File: src/rtl/qdac_pkg.sv
// Package of shared constants for the quad DAC serial port.
package qdac_pkg;
    localparam int WORD_BITS = 24;
    localparam int DATA_BITS = 16;
    localparam int CH_NUM    = 4;
    localparam int RW_POS    = 23;
    localparam int RSV_POS   = 22;
    localparam int REG_HI    = 21;
    localparam int REG_LO    = 19;
    localparam int CH_HI     = 18;
    localparam int CH_LO     = 16;
    localparam logic [2:0] REG_DAC  = 3'h0;
    localparam logic [2:0] REG_CTRL = 3'h3;
    localparam logic [2:0] CTRL_NOP = 3'h0;
    localparam logic [2:0] CTRL_CLR = 3'h4;
    localparam logic [2:0] CTRL_LOAD = 3'h5;
    localparam logic [15:0] CODE_ZERO = 16'h0000;
    localparam logic [15:0] CODE_MID  = 16'h8000;
    localparam logic [15:0] CODE_CARRY_LO = 16'h7fff;
    localparam logic [15:0] CODE_CARRY_HI = 16'h8000;
    localparam logic [7:0] CNT_RESET = 8'h00;
    localparam logic [7:0] DIV_HALF  = 8'h14;
    localparam logic [4:0] BIT_COUNT = 5'd24;
    localparam logic [7:0] HOST_CMD_ADDR = 8'h00;
    localparam logic [7:0] HOST_STAT_ADDR = 8'h04;
    localparam logic [7:0] HOST_RDATA_ADDR = 8'h08;
    // Negative full scale and bipolar zero per coding mode.
    function automatic logic [15:0] qdac_mid_code(input logic twos);
        qdac_mid_code = twos ? CODE_ZERO : CODE_MID;
    endfunction : qdac_mid_code
    function automatic logic [15:0] qdac_negfs_code(input logic twos);
        qdac_negfs_code = twos ? CODE_MID : CODE_ZERO;
    endfunction : qdac_negfs_code
endpackage : qdac_pkg

File: src/rtl/qdac_link_if.sv
// Interface joining the serial host and the quad DAC port.
`timescale 1ns/1ps
interface qdac_link_if;
    logic frame_sync_n;
    logic serial_clk;
    logic serial_data_in;
    logic serial_data_out;
    logic load_outputs_n;
    logic clear_outputs_n;
    modport host (
        output frame_sync_n, serial_clk, serial_data_in,
        output load_outputs_n, clear_outputs_n,
        input  serial_data_out
    );
    modport dev (
        input  frame_sync_n, serial_clk, serial_data_in,
        input  load_outputs_n, clear_outputs_n,
        output serial_data_out
    );
endinterface : qdac_link_if

File: src/rtl/qdac_device.sv
// Device end: serial input port and register file of the quad DAC.
`timescale 1ns/1ps
// Notes on behaviour
// - Words are 24 bits, MSB first.
// - Decode rw, register, channel, data fields.
// - Frame starts on sync fall; shift while low.
// - Host gives exactly 24 falling edges.
// - Short frame is discarded.
// - Long frame is discarded.
// - Valid word commits on sync rise.
// - One sync low period per transfer.
// - Continuous clock needs exact sync window.
// - Load low with sync high updates all.
// - Reset zeroes all DAC registers.
// - Midscale code depends on coding.
// - Negative full scale depends on coding.
// - Major carry is 7fff to 8000.
// - Output shifts on rising serial clock.
// - Read word returns data next frame.
// - Load low while shifting updates on commit.
// - Clear sets zero or midscale code.
module qdac_device
    import qdac_pkg::*;
#(
    parameter int NCH = CH_NUM
) (
    // Clock and reset
    input  wire logic                 ref_clk_i,
    input  wire logic                 rst_i,
    // Link
    qdac_link_if.dev                  link,
    // Configuration pins
    input  wire logic                 coding_select_i,
    input  wire logic                 clear_mid_i,
    // DAC codes and status
    output logic [NCH*DATA_BITS-1:0]  dac_code_o,
    output logic                      outputs_clamped_o,
    output logic                      word_valid_o,
    output logic                      word_invalid_o,
    output logic                      carry_step_o
);
    logic [2:0] fs_sync_ff, ck_sync_ff, di_sync_ff, ld_sync_ff, cl_sync_ff;
    logic [WORD_BITS-1:0] shift_ff;
    logic [5:0]           cnt_ff;
    logic [DATA_BITS-1:0] in_reg_ff  [NCH];
    logic [DATA_BITS-1:0] dac_reg_ff [NCH];
    logic [WORD_BITS-1:0] rd_word_ff;
    logic                 sdo_ff;
    logic                 clamp_ff, valid_ff, invalid_ff, carry_ff;
    logic [NCH*DATA_BITS-1:0] code_ff;

    // Third stage only holds history for edges; levels read stage 2, edges stages 2..3.
    wire fs_n     = fs_sync_ff[1];
    wire fs_fall  = fs_sync_ff[2] & ~fs_sync_ff[1];
    wire fs_rise  = ~fs_sync_ff[2] & fs_sync_ff[1];
    wire ck_fall  = ck_sync_ff[2] & ~ck_sync_ff[1];
    wire ck_rise  = ~ck_sync_ff[2] & ck_sync_ff[1];
    wire sdi      = di_sync_ff[1];
    wire ld_n     = ld_sync_ff[1];
    wire ld_fall  = ld_sync_ff[2] & ~ld_sync_ff[1];
    wire clr_n    = cl_sync_ff[1];

    wire       w_rw   = shift_ff[RW_POS];
    wire [2:0] w_reg  = shift_ff[REG_HI:REG_LO];
    wire [2:0] w_ch   = shift_ff[CH_HI:CH_LO];
    wire [DATA_BITS-1:0] w_data = shift_ff[DATA_BITS-1:0];
    wire word_ok  = (cnt_ff == 6'(BIT_COUNT));
    wire commit   = fs_rise & word_ok & ~w_rw;
    wire rd_req   = fs_rise & word_ok & w_rw;
    wire clr_code = (w_reg == REG_CTRL) && (w_ch == CTRL_CLR);
    wire ld_cmd   = (w_reg == REG_CTRL) && (w_ch == CTRL_LOAD);
    wire [DATA_BITS-1:0] clr_val =
        clear_mid_i ? qdac_mid_code(coding_select_i)
                    : qdac_negfs_code(coding_select_i);
    wire upd_all  = (fs_n & ld_fall) | (commit & ld_cmd);
    wire [DATA_BITS-1:0] sel_rd =
        (w_reg == REG_DAC && w_ch < 3'(NCH)) ? dac_reg_ff[w_ch[1:0]]
                                              : in_reg_ff[w_ch[1:0]];

    always_ff @(posedge ref_clk_i) begin
        fs_sync_ff <= {fs_sync_ff[1:0], link.frame_sync_n};
        ck_sync_ff <= {ck_sync_ff[1:0], link.serial_clk};
        di_sync_ff <= {di_sync_ff[1:0], link.serial_data_in};
        ld_sync_ff <= {ld_sync_ff[1:0], link.load_outputs_n};
        cl_sync_ff <= {cl_sync_ff[1:0], link.clear_outputs_n};
    end

    always_ff @(posedge ref_clk_i) begin
        if (rst_i) begin
            shift_ff <= '0;
            cnt_ff   <= '0;
            sdo_ff   <= 1'b0;
        end else if (fs_fall) begin
            shift_ff <= rd_word_ff;
            cnt_ff   <= '0;
            sdo_ff   <= rd_word_ff[WORD_BITS-1];
        end else if (!fs_n && ck_fall) begin
            shift_ff <= {shift_ff[WORD_BITS-2:0], sdi};
            if (cnt_ff != 6'h3f) cnt_ff <= cnt_ff + 6'h01;
        end else if (!fs_n && ck_rise && cnt_ff != 6'h00) begin
            sdo_ff   <= shift_ff[WORD_BITS-1];
        end
    end

    always_ff @(posedge ref_clk_i) begin
        if (rst_i) begin
            rd_word_ff <= '0;
        end else if (rd_req) begin
            rd_word_ff <= {shift_ff[WORD_BITS-1:DATA_BITS], sel_rd};
        end else if (commit) begin
            rd_word_ff <= '0;
        end
    end

    // Readback data is loaded into the shifter at the start of the next
    // frame, so the first bit leaves before any clock edge.
    always_ff @(posedge ref_clk_i) begin
        if (rst_i) begin
            for (int i = 0; i < NCH; i++) begin
                in_reg_ff[i]  <= CODE_ZERO;
                dac_reg_ff[i] <= CODE_ZERO;
            end
            clamp_ff <= 1'b1;
        end else if (!clr_n || (commit && clr_code)) begin
            for (int i = 0; i < NCH; i++) dac_reg_ff[i] <= clr_val;
        end else begin
            if (commit && w_reg == REG_DAC && w_ch < 3'(NCH)) begin
                in_reg_ff[w_ch[1:0]] <= w_data;
                if (!ld_n) begin
                    dac_reg_ff[w_ch[1:0]] <= w_data;
                    clamp_ff <= 1'b0;
                end
            end
            if (upd_all) begin
                for (int i = 0; i < NCH; i++) dac_reg_ff[i] <= in_reg_ff[i];
                clamp_ff <= 1'b0;
            end
        end
    end

    always_ff @(posedge ref_clk_i) begin
        if (rst_i) begin
            valid_ff   <= 1'b0;
            invalid_ff <= 1'b0;
            carry_ff   <= 1'b0;
            code_ff    <= '0;
        end else begin
            valid_ff   <= fs_rise & word_ok;
            invalid_ff <= fs_rise & ~word_ok;
            carry_ff   <= (code_ff[DATA_BITS-1:0] == CODE_CARRY_LO) &&
                          (dac_reg_ff[0] == CODE_CARRY_HI);
            for (int i = 0; i < NCH; i++)
                code_ff[i*DATA_BITS +: DATA_BITS] <= dac_reg_ff[i];
        end
    end

    assign link.serial_data_out = sdo_ff;
    assign dac_code_o        = code_ff;
    assign outputs_clamped_o = clamp_ff;
    assign word_valid_o      = valid_ff;
    assign word_invalid_o    = invalid_ff;
    assign carry_step_o      = carry_ff;
endmodule : qdac_device

File: src/flat_wrapper.sv
// flat-port wrapper written by rule: the top's interface ports become plain ports
module qdac_device_flat import qdac_pkg::*;
#(
    parameter int NCH = CH_NUM
)
  (ref_clk_i, rst_i, coding_select_i, clear_mid_i, dac_code_o, outputs_clamped_o, word_valid_o, word_invalid_o, carry_step_o, link_frame_sync_n, link_serial_clk, link_serial_data_in, link_load_outputs_n, link_clear_outputs_n, link_serial_data_out);
  qdac_link_if link_i ();
  input  wire logic ref_clk_i;
  input  wire logic rst_i;
  input  wire logic coding_select_i;
  input  wire logic clear_mid_i;
  output logic [NCH*DATA_BITS-1:0] dac_code_o;
  output logic outputs_clamped_o;
  output logic word_valid_o;
  output logic word_invalid_o;
  output logic carry_step_o;
  input wire logic [$bits(link_i.frame_sync_n)-1:0] link_frame_sync_n;
  input wire logic [$bits(link_i.serial_clk)-1:0] link_serial_clk;
  input wire logic [$bits(link_i.serial_data_in)-1:0] link_serial_data_in;
  input wire logic [$bits(link_i.load_outputs_n)-1:0] link_load_outputs_n;
  input wire logic [$bits(link_i.clear_outputs_n)-1:0] link_clear_outputs_n;
  output wire logic [$bits(link_i.serial_data_out)-1:0] link_serial_data_out;
  assign link_i.frame_sync_n = link_frame_sync_n;
  assign link_i.serial_clk = link_serial_clk;
  assign link_i.serial_data_in = link_serial_data_in;
  assign link_i.load_outputs_n = link_load_outputs_n;
  assign link_i.clear_outputs_n = link_clear_outputs_n;
  assign link_serial_data_out = link_i.serial_data_out;
  qdac_device #(.NCH(NCH)) u_core (.ref_clk_i(ref_clk_i), .rst_i(rst_i), .link(link_i), .coding_select_i(coding_select_i), .clear_mid_i(clear_mid_i), .dac_code_o(dac_code_o), .outputs_clamped_o(outputs_clamped_o), .word_valid_o(word_valid_o), .word_invalid_o(word_invalid_o), .carry_step_o(carry_step_o));
endmodule
File: config.mk
export PLATFORM = sky130hd
export DESIGN_NAME = qdac_device_flat
export DESIGN_NICKNAME = d
export VERILOG_FILES = /design/src/rtl/qdac_pkg.sv /design/src/rtl/qdac_link_if.sv /design/src/rtl/qdac_device.sv /design/src/flat_wrapper.sv
export SDC_FILE = /design/constraint.sdc
export NUM_CORES = 1
export LEC_CHECK = 0
export BUFFER_PORTS_ARGS = -buffer_cell sky130_fd_sc_hd__clkbuf_2
export CAP_MARGIN = 20
export CORE_ASPECT_RATIO = 2
export CORE_MARGIN = 2
export CORE_UTILIZATION = 44
export DETAILED_ROUTE_END_ITERATION = 16
export HOLD_SLACK_MARGIN = 0.05
export PLACE_DENSITY = 0.68
export SYNTH_ARGS = -nofsm -noshare
export SYNTH_HDL_FRONTEND = slang
export SYNTH_SLANG_ARGS = --single-unit
export TNS_END_PERCENT = 20
File: constraint.sdc
create_clock -name ref_clk_i -period 3.1 [get_ports ref_clk_i]
set_input_delay 0.465 -clock ref_clk_i [delete_from_list [all_inputs] [get_ports ref_clk_i]]
set_output_delay 0.465 -clock ref_clk_i [all_outputs]
set_load 0.1 [all_outputs]
==> results <==
- The die width is 113.5 µm.
- Once detailed placement completed, the half-perimeter wirelength came to 16190 µm.
- In the synthesized netlist, the cells that appear most often are 138 x dfxtp_1, 128 x edfxtp_1, 67 x nor2b_1.
- The wire length reported by the detailed router is 22870 µm.
- The worst pin sits at a relative slew slack of 47.52%.
- The most used standard cell by instance count after synthesis is dfxtp_1.
- Global routing consumed, over all layers together, 18.16% of the routing resources.
- The internal power of the cells totals 5.671 mW.
- Including well taps, the total number of placed cells is 1093.
- The cell area power density is 609.9 nW/µm².
- Counting the fill cells in the layout gives 2034.
- In this run the number of H-tree levels came out at 1.
- Yosys printed 0 warnings.
- The required time reported for the critical path endpoint is 3.48 ns.
- The total standard cell area after synthesis is 10560 µm².
- The routed design could run at a clock period as short as 2.430 ns.
- The congestion estimate from routability-driven global placement came to 0.8639.
- Setup violations remaining at the end of the flow were counted as 0.
- For the worst setup path, the data arrival time is 2.81 ns.
- The post-synthesis async set-or-reset flop share is 0%.
- The antenna cell count is 0.
- Setup repair after global routing left no endpoint under its margin.
- From synthesis to final layout, the design area changed by 14.25%.
- The layout net count is 847.
- The worst hold path belongs to the class flip-flop to flip-flop.
- The count of cells in the finished layout, fillers not included, comes to 1140.
- The iteration count of the initial detailed-routing pass is 5.
- Measured along the y axis, the die boundary spans 223.0 µm.
- The run finished with clean final reports.
- Of all nets on the critical path, the largest fanout is 65.
- The element type at the critical path end is a flip-flop.
- The worst setup path is launched from a flip-flop.
- The transition time of the tightest slew-check pin is 0.7872 ns.
- The detailed-route via count is 6376.
- Clock tree synthesis selected as its root buffer the cell clkbuf_16.
- The residual overflow from global routing is 0.
- The number of antenna violations at the first check in global routing was 0.
- Summed over its instances, the top area cell type makes up 36.42% of the synthesized netlist area.
- The share of total power dissipated in combinational logic is 6.5%.
- The count of cell types in the netlist is 53.
- The initial standard-cell utilization of the core is 44.49%.
- Synthesis produced a netlist whose cell count is 772.
- The sequential area share after synthesis is 62.59%.
- For this run, design rule violations remaining after detail routing come to 0.
- The worst setup path is of the flip-flop to flip-flop kind.
- The tool flagged a number of max-cap violations equal to 0.
- The floorplan step defined a die boundary enclosing 25320 µm².
- For the final routed database, the setup TNS stands at 0 ns.
- Summed over all cells, the static leakage comes to 4.686 nW.
- The maximum clock frequency is 411.4 MHz.
- The top-level I/O count is 78.
- The standard-cell row count is 80.
- Clock-pin slew was measured on the worst setup and hold paths at 0.06 ns.
- The first routing iteration left 536 violations.
- After layout, the worst path uses 78.40% of the clock period.
- The routed wire length per instance is 20.06 µm.
- The number of synthesized flops with an enable pin is 128.
- The net switching component of the power is 1.684 mW.
- Input and output buffers added on the ports amount to 77.
- The final-report hold violation count is 0.
- The maximum clock insertion buffer count is 3.
- The later-pin clock latency in the skew report is 0.53 ns.
- The TritonCTS clock tree is built.
- The wire length of the first global-routing pass is 36000 µm.
- The average instance in the mapped netlist occupies 13.67 µm².
- The post-synth net total is 783.
- The synthesis-stage register bit count is 266.
- The clock skew after layout is 0.02212 ns.
- In this run, the clock network consumes 41.1% of the power.
- The number of buffers added by the clock tree synthesis step is 23.
- The predominant post-synthesis flop cell is dfxtp_1.
- The number of gates resized after CTS was 0.
- The worst-case IR drop observed on VDD is 0.3871 mV.
- The core region is 23720 µm².
- The via density per instance is 5.593.
- The share of final-layout standard cells stronger than drive strength 1 is 22.86%.
- In this run the remaining antenna-violating nets after routing total 0.
- The switching part of the total power is 22.90%.
- The part of the power in registers is 52.4%.
- Sorting the synthesized cells by area gives the leading types as edfxtp_1 36%, dfxtp_1 26%, mux4_2 6.8%.
- The sink count of the clock tree is 266.
- The largest total area in the synthesized netlist belongs to edfxtp_1.
- The pin count of the biggest net entering global routing is 66.
- The number of global-route vias before repair is 6526.
- The count of final max-slew check failures is 0.
cell usage in the layout (no fill, tap or decap), types with 2 or more instances in the layout:
master,count
a2111oi_0,2
a211oi_1,4
a21oi_1,10
a221o_1,4
a222oi_1,24
a22o_1,60
and2_1,50
and3_1,18
and4_1,3
buf_4,29
bufinv_16,3
clkbuf_1,5
clkbuf_16,24
clkbuf_2,77
clkbuf_8,4
clkinv_2,2
dfxtp_1,136
dfxtp_2,2
dlygate4sd3_1,5
edfxtp_1,128
ha_1,2
inv_1,6
mux2i_1,18
mux4_2,32
nand2_1,16
nand2b_1,5
nand3_1,12
nand4_1,2
nand4b_1,3
nor2_1,38
nor2b_1,67
nor3_1,3
nor3_2,3
nor4_1,3
nor4_4,5
o2bb2ai_1,16
or2_2,4
xnor2_1,6
cells by family (layout without fill, tap and decap cells):
family	count (synthesis)	count (layout)	share of synthesized area, %
buf+inv	78	159	3.485
mux	51	51	8.630
fa+ha+maj	2	2	0.2370
flops	266	266	62.59
simple gates	244	244	14.27
compound gates	125	125	10.29
xor+xnor	6	6	0.4979
power by group through the flow:
stage               Combinational (mW)  Sequential [mW]  Clock [mW]
floorplan                        0.153             4.14           0
global placement                 0.478             3.93           0
detailed placement               0.480             3.93           0
CTS                              0.486             3.85        3.09
global route                     0.503             3.86        3.20
finish                           0.482             3.85        3.02
worst max-delay path: stages, from the launching register on:
cell     delay [ns]
dfxtp_1        0.34
inv_1          0.06
ha_1           0.13
or3b_4         0.49
nor4_4         0.41
mux2i_4        0.31
buf_12         0.28
a22o_1         0.21
flip-flops by register name, summed over array words and instances (netlist names), 2 cells and up, named ones only:
| register | flops |
|---|---|
| dac_code_o | 49 |
| u_core.ck_sync_ff | 3 |
| u_core.cl_sync_ff | 2 |
| u_core.cnt_ff | 6 |
| u_core.dac_code_o | 15 |
| u_core.dac_reg_ff | 64 |
| u_core.di_sync_ff | 2 |
| u_core.fs_sync_ff | 3 |
| u_core.in_reg_ff | 64 |
| u_core.ld_sync_ff | 3 |
| u_core.rd_word_ff | 24 |
| u_core.shift_ff | 24 |
through the flow:
stage	area (µm²)	hold WS, ns	total power [mW]	utilization, %	setup WS (ns)
final	12060	0.3285	7.355	50.83	0.6696
after global placement	11210	0.3123	4.404	47.26	0.7352
after detailed placement	11210	0.3147	4.412	47.26	0.6920
after floorplan	10560	0.3096	4.293	-	0.6948
after CTS	12060	0.3294	7.431	50.83	0.6755
after global routing	12060	0.3372	7.567	50.83	0.5683
layer usage:
| layer | part of all wire (%) | wire (µm) | vias up | track usage, % |
|---|---|---|---|---|
| met4 | 3.1 | 704 | 0 | 7.396 |
| met2 | 56 | 12770 | 217 | 34.40 |
| met1 | 36 | 8332 | 3093 | 20.00 |
| met5 | 0 | 0 | - | 0 |
| li1 | - | - | 3019 | - |
| met3 | 4.6 | 1060 | 47 | 2.418 |
worst paths after layout:
path	slack, ns	end	from	cells after the start
setup / recovery	0.67	u_core.dac_reg_ff[3][6]$_DFFE_PP_	u_core.cnt_ff[0]$_SDFFE_PP0P_	7
hold reg to reg	0.33	u_core.cl_sync_ff[1]$_DFF_P_	u_core.cl_sync_ff[0]$_DFF_P_	0
hold / removal	0.33	u_core.cl_sync_ff[1]$_DFF_P_	u_core.cl_sync_ff[0]$_DFF_P_	0
setup reg to reg	0.67	u_core.dac_reg_ff[3][6]$_DFFE_PP_	u_core.cnt_ff[0]$_SDFFE_PP0P_	7
final cells by class:
| class | instances | area, µm² | area share (%) |
|---|---|---|---|
| flip-flops and latches | 266 | 6609 | 54.80 |
| multi-input cells | 428 | 3602 | 29.87 |
| clock buffers | 34 | 679.4 | 5.634 |
| repair buffers | 111 | 668.1 | 5.541 |
| well taps | 287 | 359.1 | 2.978 |
| clock inverters | 8 | 118.9 | 0.9857 |
| inverters | 6 | 22.52 | 0.1868 |
repair_timing:
action                    4_1_cts  5_1_grt
hold endpoints to repair        5        0
hold buffers                    5        0
setup buffers                   0        0
No activity file was read; power rests on OpenSTA's default activity.
